## config.mk

```make
export PLATFORM = sky130hd
export DESIGN_NAME = tws_controller
export DESIGN_NICKNAME = d
export VERILOG_FILES = /design/src/hw/tws_pkg.sv /design/src/hw/tws_glitch_filter.sv /design/src/hw/tws_rate_gen.sv /design/src/hw/tws_controller.sv
export SDC_FILE = /design/constraint.sdc
export NUM_CORES = 1
export LEC_CHECK = 0
export ABC_CLOCK_PERIOD_IN_PS = 12500
export BUFFER_PORTS_ARGS = -buffer_cell sky130_fd_sc_hd__buf_2
export CORE_MARGIN = 4
export CORE_UTILIZATION = 41
export DETAILED_ROUTE_END_ITERATION = 10
export HOLD_SLACK_MARGIN = 0.03
export PLACE_DENSITY_LB_ADDON = 0.08
export SYNTH_ARGS = -nofsm -noshare
export SYNTH_HDL_FRONTEND = slang
export SYNTH_HIERARCHICAL = 1
export SYNTH_SLANG_ARGS = --single-unit
```

## constraint.sdc

```tcl
create_clock -name clk_sys -period 12.5 [get_ports clk_sys]
set_clock_uncertainty 0.2 [all_clocks]
set_input_delay 1.875 -clock clk_sys [delete_from_list [all_inputs] [get_ports clk_sys]]
set_output_delay 1.875 -clock clk_sys [all_outputs]
set_load 0.05 [all_outputs]
```

## src/hw/tws_pkg.sv

```systemverilog
/*
   Constants shared by the two-wire serial controller: register selects,
   reset values, field positions, status codes and timing counts.
   Assumes a 250 MHz system clock (4 ns period).
*/
// What this block does
// RQ1: line filters drop spikes under 50 ns
// RQ2: master SCL = clock / (16 + 2*div*4^ps)
// RQ3: slave timing ignores divider; needs 16x oversampling
// RQ4: software keeps divider at 10 or more
// RQ5: 8-bit shift register plus hidden ack bit
// RQ6: START, repeated START, STOP generated and detected; sleep-proof
// RQ7: master watches bus for lost arbitration
// RQ8: address compared to own and general call
// RQ9: own address acknowledged only when ack enabled
// RQ10: other wake during sleep match aborts to idle
// RQ11: event flag first, status code next cycle
// RQ12: flag clear means status shows no-info code
// RQ13: SCL held low while event flag set
// RQ14: listed bus events set the event flag
// RQ15: illegal START or STOP sets the flag
// RQ16: bit rate divider 8-bit read/write, resets zero
// RQ17: control register layout, resets all zero
// RQ18: flag cleared only by writing one
// RQ19: clearing flag starts next bus operation
// RQ20: irq when flag, enable and global enable
// RQ21: data write while inaccessible sets collision flag
// RQ22: prescaler codes divide by 1, 4, 16, 64
// RQ23: status code in upper five status bits
// RQ24: start request waits for STOP when busy
// RQ25: stop request sends STOP then self-clears
// RQ26: lines only pulled low or released
// RQ27: unit disabled releases lines and stays idle
package tws_pkg;
   // timing
   localparam int CLK_NS = 4;
   localparam int SPIKE_NS = 50;
   localparam int SPIKE_CYC = (SPIKE_NS + CLK_NS - 1) / CLK_NS;
   localparam int SCL_BASE_CYC = 16;
   localparam int HALF_BASE_CYC = SCL_BASE_CYC / 2;
   localparam logic LINE_IDLE = 1'b1;
   // register selects
   localparam logic [2:0] SEL_BIT_RATE = 3'h0;
   localparam logic [2:0] SEL_CONTROL = 3'h1;
   localparam logic [2:0] SEL_STATUS = 3'h2;
   localparam logic [2:0] SEL_DATA = 3'h3;
   localparam logic [2:0] SEL_OWN_ADDR = 3'h4;
   // reset values
   localparam logic [7:0] BIT_RATE_RST = 8'h00;
   localparam logic [7:0] DATA_RST = 8'hFF;
   localparam logic [7:0] OWN_ADDR_RST = 8'h00;
   localparam logic [1:0] PS_RST = 2'h0;
   // control bit positions
   localparam int CTL_FLAG = 7;
   localparam int CTL_ACK = 6;
   localparam int CTL_STA = 5;
   localparam int CTL_STO = 4;
   localparam int CTL_WC = 3;
   localparam int CTL_EN = 2;
   localparam int CTL_IE = 0;
   // status codes
   localparam logic [4:0] C_BUS_ERR = 5'h00;
   localparam logic [4:0] C_START = 5'h01;
   localparam logic [4:0] C_RSTART = 5'h02;
   localparam logic [4:0] C_MT_SLA_ACK = 5'h03;
   localparam logic [4:0] C_MT_SLA_NACK = 5'h04;
   localparam logic [4:0] C_MT_DATA_ACK = 5'h05;
   localparam logic [4:0] C_MT_DATA_NACK = 5'h06;
   localparam logic [4:0] C_ARB_LOST = 5'h07;
   localparam logic [4:0] C_MR_SLA_ACK = 5'h08;
   localparam logic [4:0] C_MR_SLA_NACK = 5'h09;
   localparam logic [4:0] C_MR_DATA_ACK = 5'h0A;
   localparam logic [4:0] C_MR_DATA_NACK = 5'h0B;
   localparam logic [4:0] C_SR_SLA_W = 5'h0C;
   localparam logic [4:0] C_ARB_LOST_SLA = 5'h0D;
   localparam logic [4:0] C_SR_GC = 5'h0E;
   localparam logic [4:0] C_SR_DATA_ACK = 5'h0F;
   localparam logic [4:0] C_SR_DATA_NACK = 5'h10;
   localparam logic [4:0] C_SLV_STOP = 5'h11;
   localparam logic [4:0] C_ST_SLA_R = 5'h12;
   localparam logic [4:0] C_ST_DATA_ACK = 5'h13;
   localparam logic [4:0] C_ST_DATA_NACK = 5'h14;
   localparam logic [4:0] C_NONE = 5'h1F;
endpackage

```

## src/hw/tws_glitch_filter.sv

```systemverilog
/*
   Spike filter for one bus line: the output follows the input only after
   the input has differed from it for STABLE_CYC consecutive clocks.
   Assumes the line input is synchronous to clk_sys.
*/
`timescale 1ns/1ps
module tws_glitch_filter #(
   parameter int STABLE_CYC = tws_pkg::SPIKE_CYC
) (
   // clock and reset
   input logic clk_sys,
   input logic sys_rst,
   // line
   input logic line_in,
   output logic line_filt
);
   localparam int CW = $clog2(STABLE_CYC + 1);
   typedef struct packed {
      logic [CW-1:0] cnt;
      logic filt;
   } tws_flt_s;
   tws_flt_s q, d;

   if (STABLE_CYC < 1) begin : g_chk
      $error("tws_glitch_filter: STABLE_CYC must be at least 1");
   end

   always_comb begin
      d = q;
      if (line_in == q.filt) begin
         d.cnt = '0;
      end else if (q.cnt == CW'(STABLE_CYC - 1)) begin
         d.filt = line_in; // see RQ1
         d.cnt = '0;
      end else begin
         d.cnt = q.cnt + CW'(1);
      end
   end

   always_ff @(posedge clk_sys) begin
      if (sys_rst) begin
         q <= '{cnt: '0, filt: tws_pkg::LINE_IDLE};
      end else begin
         q <= d;
      end
   end

   assign line_filt = q.filt;
endmodule // tws_glitch_filter

```

## src/hw/tws_rate_gen.sv

```systemverilog
/*
   Half-period timer of the master SCL generator: tick rises once
   8 + div*4^ps clocks have passed since the last restart.
   Assumes restart is raised whenever the caller changes phase.
*/
`timescale 1ns/1ps
module tws_rate_gen #(
   parameter int DIV_W = 8
) (
   // clock and reset
   input logic clk_sys,
   input logic sys_rst,
   // control
   input logic restart,
   input logic [DIV_W-1:0] divider,
   input logic [1:0] prescale,
   // timing
   output logic tick
);
   localparam int CW = DIV_W + 7;
   typedef struct packed {
      logic [CW-1:0] cnt;
   } tws_rate_s;
   tws_rate_s q, d;
   logic [CW-1:0] half_m1;

   if (DIV_W < 1 || DIV_W > 16) begin : g_chk
      $error("tws_rate_gen: DIV_W out of range");
   end

   // full period is twice this half, giving 16 + 2*div*4^ps
   assign half_m1 = CW'(tws_pkg::HALF_BASE_CYC - 1)
      + (CW'(divider) << {prescale, 1'b0}); // see RQ2 see RQ22
   assign tick = (q.cnt >= half_m1);

   always_comb begin
      d = q;
      if (restart) begin
         d.cnt = '0;
      end else if (!tick) begin
         d.cnt = q.cnt + CW'(1);
      end
   end

   always_ff @(posedge clk_sys) begin
      if (sys_rst) begin
         q <= '{cnt: '0};
      end else begin
         q <= d;
      end
   end
endmodule // tws_rate_gen

```

## src/hw/tws_controller.sv

```systemverilog
/*
   Two-wire serial bus controller: register file, START/STOP engine,
   byte shifter, arbitration check, address match and event flag.
   Assumes a CPU register port synchronous to clk_sys and an open-drain
   pad that pulls a line low while its enable is high.
*/
`timescale 1ns/1ps
module tws_controller (
   // clock and reset
   input logic clk_sys,
   input logic sys_rst,
   // cpu register port
   input logic [2:0] reg_sel,
   input logic reg_wr,
   input logic [7:0] reg_wdata,
   output logic [7:0] reg_rdata,
   // cpu interrupt and power
   input logic cpu_irq_en,
   output logic irq_req,
   input logic sleep_pd,
   input logic wake_other,
   // bus lines
   input logic scl_in,
   output logic scl_out,
   output logic scl_oe,
   input logic sda_in,
   output logic sda_out,
   output logic sda_oe
);
   typedef enum logic [3:0] {
      ST_IDLE, ST_START, ST_SDA_LO, ST_SCL_LO, ST_LOW, ST_HIGH,
      ST_HOLD, ST_STOP_LO, ST_STOP_HI, ST_RS_LO, ST_SLAVE
   } tws_state_e;

   typedef struct packed {
      tws_state_e st;
      logic [7:0] brd;
      logic flag, ack_en, sta, sto, wc, en, ie;
      logic [1:0] ps;
      logic [4:0] stat;
      logic [4:0] pend;
      logic evt, go;
      logic [7:0] data;
      logic [6:0] own;
      logic gce;
      logic [3:0] bitn;
      logic mst, slv, lost, xmit, is_addr, gc, rx_ack, rs_seen, busy;
      logic scl_drv, sda_drv, scl_p, sda_p;
      logic [7:0] rdata;
   } tws_ctl_s;

   tws_ctl_s q, d;
   logic [1:0] raw, filt;
   logic scl_f, sda_f, tick, tmr_clr, stretch;
   logic scl_rise, scl_fall, start_det, stop_det, engine_on, match, ev;
   logic [4:0] code;

   assign raw = {scl_in, sda_in};
   for (genvar i = 0; i < 2; i++) begin : g_filt
      tws_glitch_filter #(
         .STABLE_CYC(tws_pkg::SPIKE_CYC)
      ) u_filt (
         .clk_sys(clk_sys),
         .sys_rst(sys_rst),
         .line_in(raw[i]),
         .line_filt(filt[i])
      );
   end
   assign scl_f = filt[1];
   assign sda_f = filt[0];

   tws_rate_gen #(
      .DIV_W(8)
   ) u_rate (
      .clk_sys(clk_sys),
      .sys_rst(sys_rst),
      .restart(tmr_clr),
      .divider(q.brd),
      .prescale(q.ps),
      .tick(tick)
   );

   // line conditions, seen whatever the power state
   assign scl_rise = scl_f & ~q.scl_p;
   assign scl_fall = ~scl_f & q.scl_p;
   assign start_det = scl_f & q.scl_p & q.sda_p & ~sda_f; // see RQ6
   assign stop_det = scl_f & q.scl_p & ~q.sda_p & sda_f; // see RQ6
   assign engine_on = (q.st == ST_LOW) || (q.st == ST_HIGH) || (q.st == ST_SLAVE);
   assign match = q.ack_en && ((q.data[7:1] == q.own)
      || (q.gce && q.data[7:1] == 7'h00)); // see RQ8 see RQ9
   assign stretch = ~scl_f && ((q.st == ST_START) || (q.st == ST_HIGH)
      || (q.st == ST_STOP_HI));

   always_comb begin
      d = q;
      d.evt = 1'b0;
      d.go = 1'b0;
      ev = 1'b0;
      code = tws_pkg::C_NONE;
      d.scl_p = scl_f;
      d.sda_p = sda_f;
      if (start_det) begin
         d.busy = 1'b1;
      end
      if (stop_det) begin
         d.busy = 1'b0;
      end

      // software writes
      if (reg_wr) begin
         case (reg_sel)
            tws_pkg::SEL_BIT_RATE: d.brd = reg_wdata; // see RQ16
            tws_pkg::SEL_CONTROL: begin
               d.ack_en = reg_wdata[tws_pkg::CTL_ACK]; // see RQ17
               d.sta = reg_wdata[tws_pkg::CTL_STA];
               d.sto = reg_wdata[tws_pkg::CTL_STO];
               d.en = reg_wdata[tws_pkg::CTL_EN];
               d.ie = reg_wdata[tws_pkg::CTL_IE];
               if (reg_wdata[tws_pkg::CTL_FLAG]) begin
                  d.flag = 1'b0; // see RQ18
                  d.go = 1'b1; // see RQ19
               end
            end
            tws_pkg::SEL_STATUS: d.ps = reg_wdata[1:0]; // see RQ22
            tws_pkg::SEL_DATA: begin
               if (q.flag) begin
                  d.data = reg_wdata;
                  d.wc = 1'b0;
               end else begin
                  d.wc = 1'b1; // see RQ21
               end
            end
            tws_pkg::SEL_OWN_ADDR: begin
               d.own = reg_wdata[7:1];
               d.gce = reg_wdata[0];
            end
            default: ;
         endcase
      end

      // bus sequencing
      case (q.st)
         ST_IDLE: begin
            d.scl_drv = 1'b0;
            d.sda_drv = 1'b0;
            if (start_det) begin
               d.st = ST_SLAVE;
               d.bitn = 4'h0;
               d.is_addr = 1'b1;
               d.xmit = 1'b0;
               d.slv = 1'b0;
               d.lost = 1'b0;
            end else if (q.sta && !q.busy) begin
               d.st = ST_START; // see RQ24
            end
         end
         ST_START: begin
            if (start_det && !q.mst) begin
               d.st = ST_SLAVE;
               d.bitn = 4'h0;
               d.is_addr = 1'b1;
               d.xmit = 1'b0;
            end else if (tick && scl_f) begin
               d.sda_drv = 1'b1;
               d.st = ST_SDA_LO;
            end
         end
         ST_SDA_LO: begin
            if (tick) begin
               d.scl_drv = 1'b1;
               d.st = ST_SCL_LO;
            end
         end
         ST_SCL_LO: begin
            if (!scl_f) begin
               ev = 1'b1; // see RQ14
               code = q.mst ? tws_pkg::C_RSTART : tws_pkg::C_START;
               d.mst = 1'b1;
               d.is_addr = 1'b1;
               d.xmit = 1'b1;
               d.lost = 1'b0;
               d.bitn = 4'h0;
               d.st = ST_HOLD;
            end
         end
         ST_LOW: begin
            if (tick) begin
               d.scl_drv = 1'b0;
               d.st = ST_HIGH;
            end
         end
         ST_HIGH: begin
            if (tick && scl_f) begin
               d.scl_drv = 1'b1;
               d.st = ST_LOW;
            end
         end
         ST_HOLD: begin
            d.scl_drv = 1'b1; // see RQ13
            if (q.go && !q.flag) begin
               if (q.sto) begin
                  if (q.mst) begin
                     d.st = ST_STOP_LO; // see RQ25
                  end else begin
                     d.sto = 1'b0;
                     d.slv = 1'b0;
                     d.sda_drv = 1'b0;
                     d.scl_drv = 1'b0;
                     d.st = ST_IDLE;
                  end
               end else if (q.sta) begin
                  d.st = q.mst ? ST_RS_LO : ST_IDLE;
                  d.scl_drv = q.mst;
               end else if (q.rs_seen) begin
                  d.rs_seen = 1'b0;
                  d.scl_drv = 1'b0;
                  d.bitn = 4'h0;
                  d.is_addr = 1'b1;
                  d.xmit = 1'b0;
                  d.st = ST_SLAVE;
               end else if (q.mst || q.slv) begin
                  d.sda_drv = q.xmit & ~q.data[7];
                  d.scl_drv = q.mst;
                  d.st = q.mst ? ST_LOW : ST_SLAVE;
               end else begin
                  d.scl_drv = 1'b0;
                  d.st = ST_IDLE;
               end
            end
         end
         ST_STOP_LO: begin
            d.sda_drv = 1'b1;
            if (tick) begin
               d.scl_drv = 1'b0;
               d.st = ST_STOP_HI;
            end
         end
         ST_STOP_HI: begin
            if (tick && scl_f) begin
               d.sda_drv = 1'b0;
               d.sto = 1'b0; // see RQ25
               d.mst = 1'b0;
               d.st = ST_IDLE;
            end
         end
         ST_RS_LO: begin
            d.sda_drv = 1'b0;
            if (tick) begin
               d.scl_drv = 1'b0;
               d.st = ST_START;
            end
         end
         ST_SLAVE: begin
            // abort a sleeping address match on a foreign wake-up
            if (sleep_pd && wake_other && !q.slv) begin
               d.st = ST_IDLE; // see RQ10
            end
         end
         default: d.st = ST_IDLE;
      endcase

      // byte engine, shared by master and slave, paced by filtered SCL
      if (engine_on && (start_det || stop_det)) begin
         d.sda_drv = 1'b0;
         if (q.st == ST_SLAVE && !q.slv && !q.lost) begin
            d.bitn = 4'h0;
            d.is_addr = 1'b1;
            d.st = stop_det ? ST_IDLE : ST_SLAVE;
         end else if (q.st == ST_SLAVE && q.slv && q.bitn == 4'h0) begin
            ev = 1'b1; // see RQ14
            code = tws_pkg::C_SLV_STOP;
            d.rs_seen = start_det;
            d.slv = 1'b0;
            d.scl_drv = 1'b1;
            d.st = ST_HOLD;
         end else begin
            ev = 1'b1; // see RQ15
            code = tws_pkg::C_BUS_ERR;
            d.mst = 1'b0;
            d.slv = 1'b0;
            d.lost = 1'b0;
            d.scl_drv = 1'b1;
            d.st = ST_HOLD;
         end
      end else if (engine_on && scl_rise) begin // see RQ3
         if (q.bitn < 4'h8) begin
            d.data = {q.data[6:0], sda_f}; // see RQ5
            if (q.mst && q.xmit && !q.sda_drv && !sda_f) begin
               d.mst = 1'b0; // see RQ7
               d.lost = 1'b1;
               d.xmit = 1'b0;
               d.scl_drv = 1'b0;
               d.st = ST_SLAVE;
            end
         end else begin
            d.rx_ack = ~sda_f; // see RQ5
         end
      end else if (engine_on && scl_fall) begin
         if (q.bitn == 4'h8) begin
            ev = 1'b1; // see RQ14
            d.sda_drv = 1'b0;
            d.bitn = 4'h0;
            d.is_addr = 1'b0;
            d.scl_drv = 1'b1;
            d.st = ST_HOLD;
            if (q.mst) begin
               if (q.is_addr) begin
                  d.xmit = ~q.data[0];
                  if (q.data[0]) begin
                     code = q.rx_ack ? tws_pkg::C_MR_SLA_ACK : tws_pkg::C_MR_SLA_NACK;
                  end else begin
                     code = q.rx_ack ? tws_pkg::C_MT_SLA_ACK : tws_pkg::C_MT_SLA_NACK;
                  end
               end else if (q.xmit) begin
                  code = q.rx_ack ? tws_pkg::C_MT_DATA_ACK : tws_pkg::C_MT_DATA_NACK;
               end else begin
                  code = q.sda_drv ? tws_pkg::C_MR_DATA_ACK : tws_pkg::C_MR_DATA_NACK;
               end
            end else if (q.lost) begin
               d.lost = 1'b0;
               code = q.slv ? tws_pkg::C_ARB_LOST_SLA : tws_pkg::C_ARB_LOST; // see RQ7
            end else if (q.is_addr) begin
               if (q.gc) begin
                  code = tws_pkg::C_SR_GC;
               end else begin
                  code = q.data[0] ? tws_pkg::C_ST_SLA_R : tws_pkg::C_SR_SLA_W;
               end
            end else if (q.xmit) begin
               code = q.rx_ack ? tws_pkg::C_ST_DATA_ACK : tws_pkg::C_ST_DATA_NACK;
            end else begin
               code = q.sda_drv ? tws_pkg::C_SR_DATA_ACK : tws_pkg::C_SR_DATA_NACK;
            end
         end else begin
            d.bitn = q.bitn + 4'h1;
            if (q.bitn == 4'h7) begin
               if (q.is_addr && !q.mst) begin
                  d.sda_drv = match; // see RQ9
                  if (match) begin
                     d.slv = 1'b1; // see RQ8
                     d.gc = (q.data[7:1] == 7'h00);
                     d.xmit = q.data[0];
                  end else if (!q.lost) begin
                     d.st = ST_IDLE;
                  end
               end else begin
                  d.sda_drv = ~q.xmit & (q.mst | q.slv) & q.ack_en; // see RQ5
               end
            end else begin
               d.sda_drv = q.xmit & ~q.data[7];
            end
         end
      end

      // a hardware event wins over a software clear in the same cycle
      if (ev) begin
         d.flag = 1'b1; // see RQ11
         d.pend = code;
         d.evt = 1'b1;
         d.go = 1'b0;
      end
      d.stat = !q.flag ? tws_pkg::C_NONE : (q.evt ? q.pend : q.stat); // see RQ11 see RQ12

      if (!q.en) begin
         d.st = ST_IDLE; // see RQ27
         d.mst = 1'b0;
         d.slv = 1'b0;
         d.lost = 1'b0;
         d.rs_seen = 1'b0;
         d.scl_drv = 1'b0;
         d.sda_drv = 1'b0;
      end

      case (reg_sel)
         tws_pkg::SEL_BIT_RATE: d.rdata = q.brd;
         tws_pkg::SEL_CONTROL: d.rdata = {q.flag, q.ack_en, q.sta, q.sto, q.wc, q.en, 1'b0, q.ie};
         tws_pkg::SEL_STATUS: d.rdata = {q.stat, 1'b0, q.ps}; // see RQ23
         tws_pkg::SEL_DATA: d.rdata = q.data;
         tws_pkg::SEL_OWN_ADDR: d.rdata = {q.own, q.gce};
         default: d.rdata = 8'h00;
      endcase
   end

   assign tmr_clr = (d.st != q.st) || stretch;

   always_ff @(posedge clk_sys) begin
      if (sys_rst) begin
         q <= '0;
         q.st <= ST_IDLE;
         q.brd <= tws_pkg::BIT_RATE_RST;
         q.ps <= tws_pkg::PS_RST;
         q.stat <= tws_pkg::C_NONE;
         q.pend <= tws_pkg::C_NONE;
         q.data <= tws_pkg::DATA_RST;
         q.own <= tws_pkg::OWN_ADDR_RST[7:1];
         q.gce <= tws_pkg::OWN_ADDR_RST[0];
         q.scl_p <= tws_pkg::LINE_IDLE;
         q.sda_p <= tws_pkg::LINE_IDLE;
      end else begin
         q <= d;
      end
   end

   // open-drain: pull low or release, never drive high
   assign scl_out = 1'b0; // see RQ26
   assign sda_out = 1'b0; // see RQ26
   assign scl_oe = q.scl_drv;
   assign sda_oe = q.sda_drv;
   assign reg_rdata = q.rdata;
   assign irq_req = q.flag & q.ie & cpu_irq_en; // see RQ20
endmodule // tws_controller

```

==> results.py <==
metrics = {
    "run_status": {
        "status": "completed",
    },
    "floorplan": {
        "io_pins": 32,
        "core_area_um2": 15200,
        "rows": 45,
        "dieArea_um2": 17500,
        "fp.dieW_um": 132,
        "start_util_pct": 41.8,
        "die_h_um": 132,
    },
    "worst_setup_path": {
        "start_kind": "register",
        "crit_arrival_ns": 6.40,
        "critPathKind": "reg -> reg",
        "required_ns": 12.59,
        "reg2reg_depth": 21,
        "crit_cells": 21,
        "worstPathMaxFanout": 29,
        "critPathSlowestCell": "dfxtp_1",
        "critical-path-max-stage-delay_ns": 0.89,
        "crit_buf_inv": 1,
        "cp-end-kind": "register",
        "path_cells": "mux2i_1, or4_4, a211oi_4, nand4_2, nor2_1, a21oi_1, ha_1, nand2_1, or3_1, o211ai_1, buf_4, a21oi_1, a311oi_1, o21ai_0, a31oi_4, o221ai_2, a211o_1, a211o_1, or2_2, or4_1, nand2_1",
        "critPathTopFamily": "simple AND/OR/NAND/NOR gates",
    },
    "timing": {
        "fmax_ghz": 0.159,
        "final-hold-violation-count": 0,
        "fin_crit_sh_pct": 50.4,
        "drv_slew": 0,
        "worst_pin_slew_ns": 0.993,
        "min_period_ns": 6.31,
        "rsz0062_at_grt": "no",
        "relSlewSlack_pct": 33.7,
        "tns_ns": 0,
        "setup_viol": 0,
    },
    "placement": {
        "port_buffers": 29,
        "dp_hpwl_mm": 13.4,
        "finalWeightedCongestion": 0.928,
    },
    "pwr": {
        "ir_drop_mv": 0.0637,
        "p_sw_mw": 0.161,
        "p_sw_share_pct": 25.4,
        "power.total_mw": 0.632,
        "intPower_mw": 0.471,
        "p_leak_nw": 2.45,
        "clockPowerShare_pct": 41.6,
        "pwr-share-comb_pct": 7.0,
        "power_frac_seq_pct": 51.4,
        "power_density_nw_per_um2": 93.6,
    },
    "final_layout": {
        "fillCellCount": 1535,
        "layout_common_cells": "nand2_1, dfxtp_1, a21oi_1",
        "register_area_um2": 1980,
        "drive_gt1_share_pct": 10.3,
        "fin_util_pct": 44.4,
        "area_delta_synth_final_pct": 6.24,
        "final_common_cell": "nand2_1",
        "multi_input_comb_area_um2": 3990,
        "diodes": 0,
        "fin_nets": 860,
    },
    "synthesis": {
        "synth-seq-cells": 99,
        "synth_edf_count": 0,
        "ys.warnings.count": 6,
        "async_flop_share_pct": 0,
        "synth.area.top_cells": "dfxtp_1, nand2_1, a21oi_1",
        "ys_seq_area_share_pct": 31.2,
        "yosys.area.top_type_share_pct": 31.2,
        "yosys.cell_types.count": 83,
        "yosysTopAreaCell": "dfxtp_1",
        "syn_avg_cell_area_um2": 7.67,
        "synth_ff_type": "dfxtp_1",
        "netlist_area_um2": 6350,
        "synthCells": 828,
    },
    "job": {
        "drv_cap": 0,
    },
    "global_routing": {
        "grt_pass1_wl_mm": 29.3,
        "antenna_found_initial": 0,
        "overflow": 0,
        "grt_max_degree": 60,
        "grt_pass1_vias": 5574,
        "grt_usage_pct": 20.2,
    },
    "routing": {
        "vias": 6009,
        "m1WireLength_mm": 8.16,
        "met3_length_mm": 1.04,
        "highest_layer": "met4",
        "first_pass_iters": 5,
        "drt-total-wl_mm": 17.9,
        "drc_errors": 0,
        "drt_iter0_drc": 704,
        "wire_per_inst_um": 17.7,
        "avgViaCountPerCell": 5.95,
        "met2WireLength_mm": 8.29,
        "antenna_left": 0,
    },
    "clocking": {
        "cts_tree": "built",
        "ctsHoldBuffers": 0,
        "clock-sinks": 99,
        "cts_resized": 0,
        "cts_max_level": 3,
        "clkTransAtPathRegs_ns": 0.07,
        "cts-root-buf": "clkbuf_16",
        "post-cts-setup-buffers": 0,
        "cts_buffers": 9,
        "insertion_delay_ns": 0.35,
        "clk_path_buf_depth": 2,
    },
    "min_path": {
        "hp-class": "reg -> reg",
        "holdPathStages": 1,
    },
}
-- Yosys cell counts, types with 6 or more instances --
cell and instances:
a211oi_1 8, a21oi_1 87, a22oi_1 13, a31oi_1 7, and3_1 10, buf_4 15, clkbuf_1 30, dfxtp_1 99
ha_1 24, inv_1 29, mux2i_1 27, nand2_1 119, nand2b_1 19, nand3_1 22, nand4_1 9, nor2_1 69
nor2b_1 13, nor3_1 18, nor4_1 11, o21ai_0 39, o21ai_1 12, or2_2 6, or3_1 9, xnor2_1 16
-- worst register-to-register path: cells and delay by family, from the launching register on --
family                   cells  cell delay [ns]
flip-flops                   1             0.89
AO/OA/AOI/OAI               10             2.03
adder cells (fa/ha/maj)      1             0.33
buffers and inverters        1             0.30
AND/OR/NAND/NOR              8             2.28
multiplexers                 1             0.22
-- cell families after synthesis --
logic type | after synthesis | synth area share [%]
fa+ha+maj | 24 | 4.73
buf+inv | 83 | 6.13
flops | 99 | 31.2
simple gates | 343 | 27.1
compound gates | 223 | 22.5
xor+xnor | 21 | 2.90
mux | 33 | 5.32
other cells | 2 | 0.118
-- stage by stage --
step,hold slack [ns],area [um2],setup WS [ns],cells
after floorplan,0.230,6360,6.90,829
after global placement,0.241,6470,6.44,994
after detailed placement,0.257,6470,6.21,994
after CTS,0.271,6750,6.17,1010
after global routing,0.299,6750,5.79,1010
final,0.267,6750,6.19,1010
-- final cells by class --
type / count / share of cell area, %
Clock buffer: 9 / 3.34
Multi-Input combinational cell: 647 / 59.0
Tap cell: 188 / 3.49
Inverter: 29 / 1.61
Clock inverter: 7 / 0.779
Timing Repair Buffer: 31 / 2.37
Sequential cell: 99 / 29.4
-- sequential cells by signal (all words and copies together), names as in the netlist --
| register | count |
|---|---|
| g_filt.u_filt/line_filt | 2 |
| scl_oe | 1 |
| u_rate/q | 15 |
| g_filt.u_filt/q | 8 |
| sda_oe | 1 |
| q | 64 |
| reg_rdata | 8 |
-- final timing paths --
check | from | end | slack, ns
worst max-delay path | q[53] | u_rate/q[13] | 6.19
worst min-delay path | g_filt[1].u_filt/q[1] | g_filt[1].u_filt/q[1] | 0.27
worst max register to register | q[53] | u_rate/q[13] | 6.19
worst min register to register | g_filt[1].u_filt/q[1] | g_filt[1].u_filt/q[1] | 0.27
-- power groups by stage --
stage	Clock, mW	Combinational (mW)	Sequential, mW
2_1_floorplan	0	0.0343	0.330
3_3_place_gp	0	0.0435	0.332
3_5_place_dp	0	0.0443	0.332
4_1_cts	0.272	0.0445	0.325
5_1_grt	0.286	0.0494	0.326
6_report	0.263	0.0443	0.325
-- layer usage --
layer  GRT usage, %  up-vias
li1               -     2920
met1           27.2     2835
met2           32.6      212
met3           3.73       42
met4           7.04        0
met5              0        -
Power figures use the tool's default switching activity.
